--- src/verilog/adc_cfg_pkg.sv ---
package adc_cfg_pkg;

  // bus and word widths
  localparam int DATA_W = 10;
  localparam int BUS_W  = 12;

  // register select field sits on the two upper bus lines
  localparam int SEL_LO_POS = 10;
  localparam int SEL_HI_POS = 11;
  localparam logic [1:0] SEL_SETUP  = 2'h0;
  localparam logic [1:0] SEL_FORMAT = 2'h1;

  // conversion_setup field positions
  localparam int REF_POS    = 0;
  localparam int PD_POS     = 2;
  localparam int PICK_LSB   = 3;
  localparam int BAL_LSB    = 5;
  localparam int SCAN_POS   = 7;
  localparam int CHECK_LSB  = 8;

  // format_and_reset_control field positions
  localparam int RESET_POS  = 0;
  localparam int SOFT_RESET_BIT_POS   = 1;
  localparam int RW_POS     = 6;
  localparam int CODING_POS = 7;
  localparam int OFFSET_POS = 8;
  localparam logic [DATA_W-1:0] FORMAT_KEEP_MASK = 10'h1c0;

  // reset values
  localparam logic [DATA_W-1:0] SETUP_RST  = 10'h020;
  localparam logic [DATA_W-1:0] FORMAT_RST = 10'h000;

  // check voltage selections
  localparam logic [1:0] CHECK_NORMAL = 2'h0;
  localparam logic [1:0] CHECK_UPPER  = 2'h1;
  localparam logic [1:0] CHECK_MID    = 2'h2;
  localparam logic [1:0] CHECK_LOWER  = 2'h3;

  // offset-binary codes at the reference points
  localparam logic [DATA_W-1:0] CODE_TOP = 10'h3ff;
  localparam logic [DATA_W-1:0] CODE_MID = 10'h200;
  localparam logic [DATA_W-1:0] CODE_BOT = 10'h000;
  // flipping the sign bit turns offset binary into two's complement
  localparam logic [DATA_W-1:0] CODING_FLIP = 10'h200;

  // bus pin vector layout and idle level
  localparam int PIN_W    = 4;
  localparam int PIN_CS0N = 0;
  localparam int PIN_CS1  = 1;
  localparam int PIN_WRN  = 2;
  localparam int PIN_RDN  = 3;
  localparam logic [PIN_W-1:0] PIN_IDLE = 4'hd;

endpackage

--- src/verilog/coder_if.sv ---
`timescale 1ns/100ps
interface coder_if;
  logic [adc_cfg_pkg::DATA_W-1:0] raw;
  logic                           raw_valid;
  logic [1:0]                     check_sel;
  logic                           twos;
  logic [adc_cfg_pkg::DATA_W-1:0] word;
  logic                           word_valid;

  modport main
  (
    output raw,
    output raw_valid,
    output check_sel,
    output twos,
    input  word,
    input  word_valid
  );

  modport coder
  (
    input  raw,
    input  raw_valid,
    input  check_sel,
    input  twos,
    output word,
    output word_valid
  );
endinterface

--- src/verilog/result_coder.sv ---
`timescale 1ns/100ps
module result_coder
(
  input wire logic clk_i,
  input wire logic rstn_i,
  coder_if.coder   cif
);

  typedef struct packed {
    logic [adc_cfg_pkg::DATA_W-1:0] word;
    logic                           valid;
  } coder_s;

  coder_s st_reg;
  coder_s st_next;
  logic [adc_cfg_pkg::DATA_W-1:0] level;

  always_comb
  begin
    st_next       = st_reg;
    st_next.valid = cif.raw_valid;
    // a check selection replaces the sample by a fixed reference code
    unique case (cif.check_sel)
      adc_cfg_pkg::CHECK_UPPER:  level = adc_cfg_pkg::CODE_TOP;
      adc_cfg_pkg::CHECK_MID:    level = adc_cfg_pkg::CODE_MID;
      adc_cfg_pkg::CHECK_LOWER:  level = adc_cfg_pkg::CODE_BOT;
      default:                   level = cif.raw;
    endcase
    if (cif.raw_valid)
    begin
      if (cif.twos)
        st_next.word = level ^ adc_cfg_pkg::CODING_FLIP;
      else
        st_next.word = level;
    end
  end

  always_ff @(posedge clk_i)
  begin
    if (!rstn_i)
      st_reg <= '0;
    else
      st_reg <= st_next;
  end

  assign cif.word       = st_reg.word;
  assign cif.word_valid = st_reg.valid;

endmodule

--- src/verilog/adc_ctrl_regs.sv ---
`timescale 1ns/100ps
module adc_ctrl_regs
(
  input  wire logic                            MCLK_I,
  input  wire logic                            RSTN_I,
  input  wire logic [adc_cfg_pkg::BUS_W-1:0]   DATA_I,
  output logic      [adc_cfg_pkg::BUS_W-1:0]   DATA_O,
  output logic                                 DATA_OE_N_O,
  input  wire logic                            CS0_N_I,
  input  wire logic                            CS1_I,
  input  wire logic                            WR_N_I,
  input  wire logic                            RD_N_I,
  input  wire logic [adc_cfg_pkg::DATA_W-1:0]  SAMPLE_I,
  input  wire logic                            SAMPLE_VALID_I,
  output logic                                 REF_EXTERNAL_O,
  output logic                                 POWER_DOWN_O,
  output logic      [1:0]                      INPUT_PICK_O,
  output logic      [1:0]                      BALANCED_COUNT_O,
  output logic                                 AUTOSCAN_O,
  output logic      [1:0]                      CHECK_VOLTAGE_O,
  output logic      [2:0]                      CHANNEL_COUNT_O,
  output logic                                 CONFIG_RESERVED_O,
  output logic                                 OUTPUT_CODING_O,
  output logic                                 OFFSET_O,
  output logic                                 RW_MODE_O,
  output logic                                 SOFT_RESET_O,
  output logic                                 RESULT_VALID_O
);

  localparam int DW = adc_cfg_pkg::DATA_W;
  localparam int BW = adc_cfg_pkg::BUS_W;
  localparam int PW = adc_cfg_pkg::PIN_W;

  typedef struct packed {
    logic [PW-1:0] pin_s1;
    logic [PW-1:0] pin_s2;
    logic [PW-1:0] pin_s3;
    logic [PW-1:0] pin_filt;
    logic [BW-1:0] dat_s1;
    logic [BW-1:0] dat_s2;
    logic [BW-1:0] dat_s3;
    logic [BW-1:0] dat_filt;
    logic          wr_prev;
    logic          rd_prev;
    logic [DW-1:0] setup;
    logic [DW-1:0] format;
    logic [2:0]    chan_count;
    logic          chan_reserved;
    logic [DW-1:0] result;
    logic          result_valid;
    logic [BW-1:0] rd_word;
    logic          rd_drive;
    logic          soft_pulse;
  } state_s;

  state_s st_reg;
  state_s st_next;

  logic wr_now;
  logic rd_now;
  logic [1:0] sel;
  logic [DW-1:0] wr_value;
  logic [3:0] cfg;

  coder_if cif ();

  // channel set decode; returns {reserved, number of channels}
  function automatic logic [3:0] decode_inputs(input logic [4:0] bits);
    logic [3:0] res;
    res = 4'h8;
    unique casez (bits)
      5'b0_00_??: res = 4'h1;
      5'b0_01_0?: res = 4'h1;
      5'b1_00_01: res = 4'h2;
      5'b1_00_10: res = 4'h3;
      5'b1_00_11: res = 4'h4;
      5'b1_01_01: res = 4'h2;
      5'b1_01_10: res = 4'h3;
      5'b1_10_01: res = 4'h2;
      default:    res = 4'h8;
    endcase
    return res;
  endfunction

  always_comb
  begin
    st_next = st_reg;

    // three-stage catch of the asynchronous bus pins; a change is taken
    // once the second and third stages agree
    st_next.pin_s1 = {RD_N_I, WR_N_I, CS1_I, CS0_N_I};
    st_next.pin_s2 = st_reg.pin_s1;
    st_next.pin_s3 = st_reg.pin_s2;
    st_next.pin_filt = (st_reg.pin_s2 & st_reg.pin_s3)
                     | (st_reg.pin_filt & (st_reg.pin_s2 ^ st_reg.pin_s3));
    st_next.dat_s1 = DATA_I;
    st_next.dat_s2 = st_reg.dat_s1;
    st_next.dat_s3 = st_reg.dat_s2;
    st_next.dat_filt = (st_reg.dat_s2 & st_reg.dat_s3)
                     | (st_reg.dat_filt & (st_reg.dat_s2 ^ st_reg.dat_s3));

    // chip is selected with the first select low and the second high
    wr_now = !st_reg.pin_filt[adc_cfg_pkg::PIN_CS0N]
           &  st_reg.pin_filt[adc_cfg_pkg::PIN_CS1]
           & !st_reg.pin_filt[adc_cfg_pkg::PIN_WRN];
    rd_now = !st_reg.pin_filt[adc_cfg_pkg::PIN_CS0N]
           &  st_reg.pin_filt[adc_cfg_pkg::PIN_CS1]
           & !st_reg.pin_filt[adc_cfg_pkg::PIN_RDN];
    st_next.wr_prev = wr_now;
    st_next.rd_prev = rd_now;

    sel = {st_reg.dat_filt[adc_cfg_pkg::SEL_HI_POS],
           st_reg.dat_filt[adc_cfg_pkg::SEL_LO_POS]};
    wr_value = st_reg.dat_filt[DW-1:0];
    st_next.soft_pulse = 1'b0;

    // a write is taken once, on the filtered strobe's leading edge
    if (wr_now && !st_reg.wr_prev)
    begin
      unique case (sel)
        adc_cfg_pkg::SEL_SETUP:
          st_next.setup = wr_value;
        adc_cfg_pkg::SEL_FORMAT:
        begin
          // only the r/w, coding and offset bits are kept; bit 9 is spare
          st_next.format = wr_value & adc_cfg_pkg::FORMAT_KEEP_MASK;
          if (wr_value[adc_cfg_pkg::SOFT_RESET_BIT_POS])
          begin
            st_next.soft_pulse   = 1'b1;
            st_next.result       = '0;
            st_next.result_valid = 1'b0;
          end
          if (wr_value[adc_cfg_pkg::RESET_POS])
          begin
            // reset bit returns both registers to their power-up values
            st_next.setup  = adc_cfg_pkg::SETUP_RST;
            st_next.format = adc_cfg_pkg::FORMAT_RST;
          end
        end
        default:
          st_next.setup = st_reg.setup;
      endcase
    end

    // the decode follows the value the setup register is about to hold
    cfg = decode_inputs({st_next.setup[adc_cfg_pkg::SCAN_POS],
                         st_next.setup[adc_cfg_pkg::BAL_LSB +: 2],
                         st_next.setup[adc_cfg_pkg::PICK_LSB +: 2]});
    st_next.chan_reserved = cfg[3];
    st_next.chan_count    = cfg[2:0];

    if (cif.word_valid)
    begin
      st_next.result       = cif.word;
      st_next.result_valid = 1'b1;
    end

    // reads return only conversion data, never a setup value; the word is
    // frozen at the read's start so the host sees it steady
    if (rd_now && !st_reg.rd_prev)
      st_next.rd_word = {{(BW-DW){1'b0}}, st_reg.result};
    st_next.rd_drive = rd_now;
  end

  always_ff @(posedge MCLK_I)
  begin
    if (!RSTN_I)
    begin
      st_reg          <= '0;
      st_reg.pin_s1   <= adc_cfg_pkg::PIN_IDLE;
      st_reg.pin_s2   <= adc_cfg_pkg::PIN_IDLE;
      st_reg.pin_s3   <= adc_cfg_pkg::PIN_IDLE;
      st_reg.pin_filt <= adc_cfg_pkg::PIN_IDLE;
      st_reg.setup    <= adc_cfg_pkg::SETUP_RST;
      st_reg.format   <= adc_cfg_pkg::FORMAT_RST;
      st_reg.chan_count <= 3'h1;
    end
    else
    begin
      st_reg <= st_next;
    end
  end

  // while powered down no new samples enter, but the bus stays live
  assign cif.raw       = SAMPLE_I;
  assign cif.raw_valid = SAMPLE_VALID_I
                       & !st_reg.setup[adc_cfg_pkg::PD_POS];
  assign cif.check_sel = st_reg.setup[adc_cfg_pkg::CHECK_LSB +: 2];
  assign cif.twos      = st_reg.format[adc_cfg_pkg::CODING_POS];

  result_coder u_coder
  (
    .clk_i  (MCLK_I),
    .rstn_i (RSTN_I),
    .cif    (cif.coder)
  );

  assign DATA_O            = st_reg.rd_word;
  assign DATA_OE_N_O       = !st_reg.rd_drive;
  assign REF_EXTERNAL_O    = st_reg.setup[adc_cfg_pkg::REF_POS];
  assign POWER_DOWN_O      = st_reg.setup[adc_cfg_pkg::PD_POS];
  assign INPUT_PICK_O      = st_reg.setup[adc_cfg_pkg::PICK_LSB +: 2];
  assign BALANCED_COUNT_O  = st_reg.setup[adc_cfg_pkg::BAL_LSB +: 2];
  assign AUTOSCAN_O        = st_reg.setup[adc_cfg_pkg::SCAN_POS];
  assign CHECK_VOLTAGE_O   = st_reg.setup[adc_cfg_pkg::CHECK_LSB +: 2];
  assign CHANNEL_COUNT_O   = st_reg.chan_count;
  assign CONFIG_RESERVED_O = st_reg.chan_reserved;
  assign OUTPUT_CODING_O   = st_reg.format[adc_cfg_pkg::CODING_POS];
  assign OFFSET_O          = st_reg.format[adc_cfg_pkg::OFFSET_POS];
  assign RW_MODE_O         = st_reg.format[adc_cfg_pkg::RW_POS];
  assign SOFT_RESET_O      = st_reg.soft_pulse;
  assign RESULT_VALID_O    = st_reg.result_valid;

endmodule

--- config.mk ---
export PLATFORM = sky130hd
export DESIGN_NAME = adc_ctrl_regs
export DESIGN_NICKNAME = d
export VERILOG_FILES = /design/src/verilog/adc_cfg_pkg.sv /design/src/verilog/coder_if.sv /design/src/verilog/result_coder.sv /design/src/verilog/adc_ctrl_regs.sv
export SDC_FILE = /design/constraint.sdc
export NUM_CORES = 1
export LEC_CHECK = 0
export BUFFER_PORTS_ARGS = -buffer_cell sky130_fd_sc_hd__buf_2
export CORE_MARGIN = 2
export CORE_UTILIZATION = 45
export DETAILED_ROUTE_END_ITERATION = 7
export GPL_ROUTABILITY_DRIVEN = 0
export PLACE_DENSITY_LB_ADDON = 0.05
export SKIP_LAST_GASP = 1
export SYNTH_ARGS = -nofsm -noshare
export SYNTH_HDL_FRONTEND = slang
export SYNTH_SLANG_ARGS = --single-unit
--- constraint.sdc ---
create_clock -name MCLK_I -period 4.2 [get_ports MCLK_I]
set_input_delay 0.21 -clock MCLK_I [delete_from_list [all_inputs] [get_ports MCLK_I]]
set_output_delay 0.21 -clock MCLK_I [all_outputs]
set_load 0.02 [all_outputs]
==> qor.csv <==
stage;metric;value;unit
worst_hold_path;holdCritStartpoint;SAMPLE_I[7];
floorplan;die_w;99.5;µm
placed_design;place_ws;1960;ps
cells_and_area;fin_nets;530;
global_route;gr-usage-all-layers;16.3;%
floorplan;die_y;99.5;µm
floorplan;die_area;9890;µm²
timing;finalHoldViolCount;0;
worst_setup_path;path_class;register to register;
timing;rsz0062_at_grt;no;
worst_setup_path;worst_ep_arrival_time;2740;ps
timing;clock.fmax;0.430;GHz
timing;worst_clock_skew;8.80;ps
cts;cts-htree-levels;4;
floorplan;start_util;46.8;%
cells_and_area;drive_gt1_share;19.6;%
timing;fin_crit_sh;55.4;%
cts;clkTransAtPathRegs;60;ps
cts;cts.sinks;115;
worst_setup_path;required;4610;ps
placed_design;portBuffers;57;
timing;whs;27.1;ps
worst_setup_path;start_kind;register;
route;drtIter0Drc;68;
route;drt-pass1-iter-count;4;
worst_setup_path;reg2regPathDepth;5;
status;status;completed;
route;vias;2896;
timing;finalSetupTns;0;ps
route;finalWirelength;7480;µm
route;drc;0;
cells_and_area;antenna_cells;0;
cells_and_area;largest_reg_flops;42;
cts;cts_buffers;17;
yosys;avgSynthCellArea;9.76;µm²
route;drtAntennaViolNets;0;
timing;worst_slack;1870;ps
timing;worst_slew_pin_slew;905;ps
worst_hold_path;min_to;u_coder.cif.word[7]$_SDFFE_PN0P_;
worst_setup_path;cpPeakStageDelay;600;ps
timing;relSlewSlack;39.2;%
cells_and_area;final_core_util;58.5;%
worst_setup_path;r2r_start;st_reg[99]$_SDFF_PN1_;
yosys;yosysUniqueCellTypes;40;
global_route;grt_start_max_net_pins;62;
timing;slew_viol_final;0;
power;power_density;511;nW/µm²
global_route;grt_pass1_wl;12900;µm
yosys;synth_top_cell_by_area;dfxtp_1;
power;p_leak;0.00221;µW
cts;cts_tree;built;
cells_and_area;area_growth;25.1;%
worst_setup_path;slowest_stage;or4b_4;
power;total_power;2620;µW
route;vias_per_cell;4.79;
yosys;synth_area;4100;µm²
cts;max-clock-path-buffers;2;
worst_setup_path;worstSetupEndpointType;register;
cts;clkLatencyLatePin;500;ps
worst_hold_path;holdPathStages;3;
yosys;ys_seq_area_share;56.1;%
floorplan;coreArea;8760;µm²
yosys;ys_seq_elements;115;
worst_setup_path;crit_fanout;8;
cts;clockRootBuffer;clkbuf_8;
yosys;synth_area_leaders;dfxtp_1 56%, and2_1 6.3%, ha_1 5.5%;
global_route;grt_overflow;0;
floorplan;std_cell_rows;34;
flow_run;cap_viol_max_count;0;
floorplan;num_io_pins;60;
worst_setup_path;r2r-end;CONFIG_RESERVED_O$_SDFF_PN0_;
worst_hold_path;min_path_type;input pin to register;
worst_setup_path;rrSetupSlack;1870;ps
cts;cts_setup_buffers;0;
power;ir_worst_vdd;0.262;mV
timing;period_needed;2330;ps
yosys;netlist_instances;420;
timing;setup_viol;0;
placed_design;dpl.hpwl;5010;µm
worst_setup_path;path_cells;or4b_4 > or3_1 > a222oi_1 > o21ai_1 > a221oi_2;
cells_and_area;num-fill-cells;774;
yosys;netlist.area_leader.share;56.1;%
route;drt-wirelength-per-cell;12.4;µm
global_route;grt_antenna_before_repair;0;
yosys;yosys_warnings;0;
global_route;first_global_vias;2804;
[power breakdown]
part	switching (µW)	total, µW	internal, µW
Combinational	42.1	89.8	47.7
Clock	477	1390	916
Sequential	14.9	1140	1120
[repair_timing]
action	in CTS	in global routing
hold buffers	23	0
gates resized for setup	0	0
endpoints found under the hold margin	23	0
[how the worst max path moves through the flow]
stage                                 startpoint                            to  slack [ps]  depth (start not counted)
after global routing      st_reg[100]$_SDFF_PN0_  CONFIG_RESERVED_O$_SDFF_PN0_        1630                          5
after detailed placement   st_reg[99]$_SDFF_PN1_  CONFIG_RESERVED_O$_SDFF_PN0_        1960                          5
final                      st_reg[99]$_SDFF_PN1_  CONFIG_RESERVED_O$_SDFF_PN0_        1870                          5
after global placement     st_reg[99]$_SDFF_PN1_  CONFIG_RESERVED_O$_SDFF_PN0_        2030                          5
after CTS                  st_reg[99]$_SDFF_PN1_  CONFIG_RESERVED_O$_SDFF_PN0_        1870                          5
after floorplan            st_reg[99]$_SDFF_PN1_  CONFIG_RESERVED_O$_SDFF_PN0_        2050                          7
[Yosys cell counts]
library cell  instances
o21ai_0               9
or2_2                 3
o211ai_1              1
nand2_1              31
and2_1               41
nand2b_1             10
or4b_4                1
nor3_1                4
nand3_1               9
nor4b_1               1
and3_1                2
or3_1                 2
nor2b_1               2
a221oi_2              1
buf_6                 1
mux2i_1               3
a21boi_2              1
o31a_1                2
o21ai_1               2
nor4_1                1
dfxtp_1             115
clkinv_1              1
o311ai_1              1
o221ai_1              1
buf_4                21
inv_1                 9
xnor2_1               1
nor2_1               43
ha_1                 18
conb_1                1
a222oi_1              1
a211o_1               3
a21oi_1              41
nand3b_1              3
o31ai_1               2
a2bb2o_1              1
buf_2                 1
a22oi_1              11
o22ai_1               2
clkbuf_1             17
[per-stage QoR]
stage	instances	area [µm²]
final	604	5130
after floorplan	421	4100
after global placement	549	4310
after global routing	604	5130
after CTS	604	5130
after detailed placement	549	4310
[per-layer routing]
| metal | up-vias | track usage [%] | part of all wire [%] |
|---|---|---|---|
| li1 | 1516 | - | - |
| met1 | 1293 | 20.6 | 48 |
| met2 | 76 | 26.8 | 46 |
| met3 | 11 | 4.08 | 4.9 |
| met4 | 0 | 6.64 | 1.7 |
| met5 | - | 0 | 0 |
[final cells by class]
class                   count  area (µm²)  area share [%]
flip-flops and latches    115        2300            44.9
multi-input cells         256        1530            29.8
repair buffers             83         538            10.5
clock buffers              19         432            8.41
clock inverters            13         159            3.10
well taps                 108         135            2.63
inverters                  10        37.5           0.732
[cells by family after synthesis]
family / count (synthesis) / share of synthesized area (%)
buffers and inverters: 50 / 6.71
adders and majority gates: 18 / 5.49
other: 1 / 0.0915
muxes: 3 / 0.732
xor gates and xnor gates: 1 / 0.214
AOI/OAI and AO/OA: 79 / 11.8
DFF: 115 / 56.1
and+or+nand+nor: 153 / 18.8
[placed cells by master (no fill, tap or decap), drive strengths merged, types with 4 or more instances in the layout]
cell type,instances
nand3,9
a21oi,41
o21ai,11
inv,10
nand2b,10
clkbuf,19
clkinv,7
buf,60
dlygate4sd3,23
nand2,31
dfxtp,115
nor2,43
and2,41
ha,18
a22oi,11
nor3,4
[worst max-delay path, delay by kind of cell, from the launching register on]
| kind | cells | cell delay [ps] |
|---|---|---|
| AO/OA/AOI/OAI | 3 | 830 |
| AND/OR/NAND/NOR | 2 | 1090 |
| flip-flops | 1 | 330 |
Note: power is estimated with default switching activity, not from simulation.
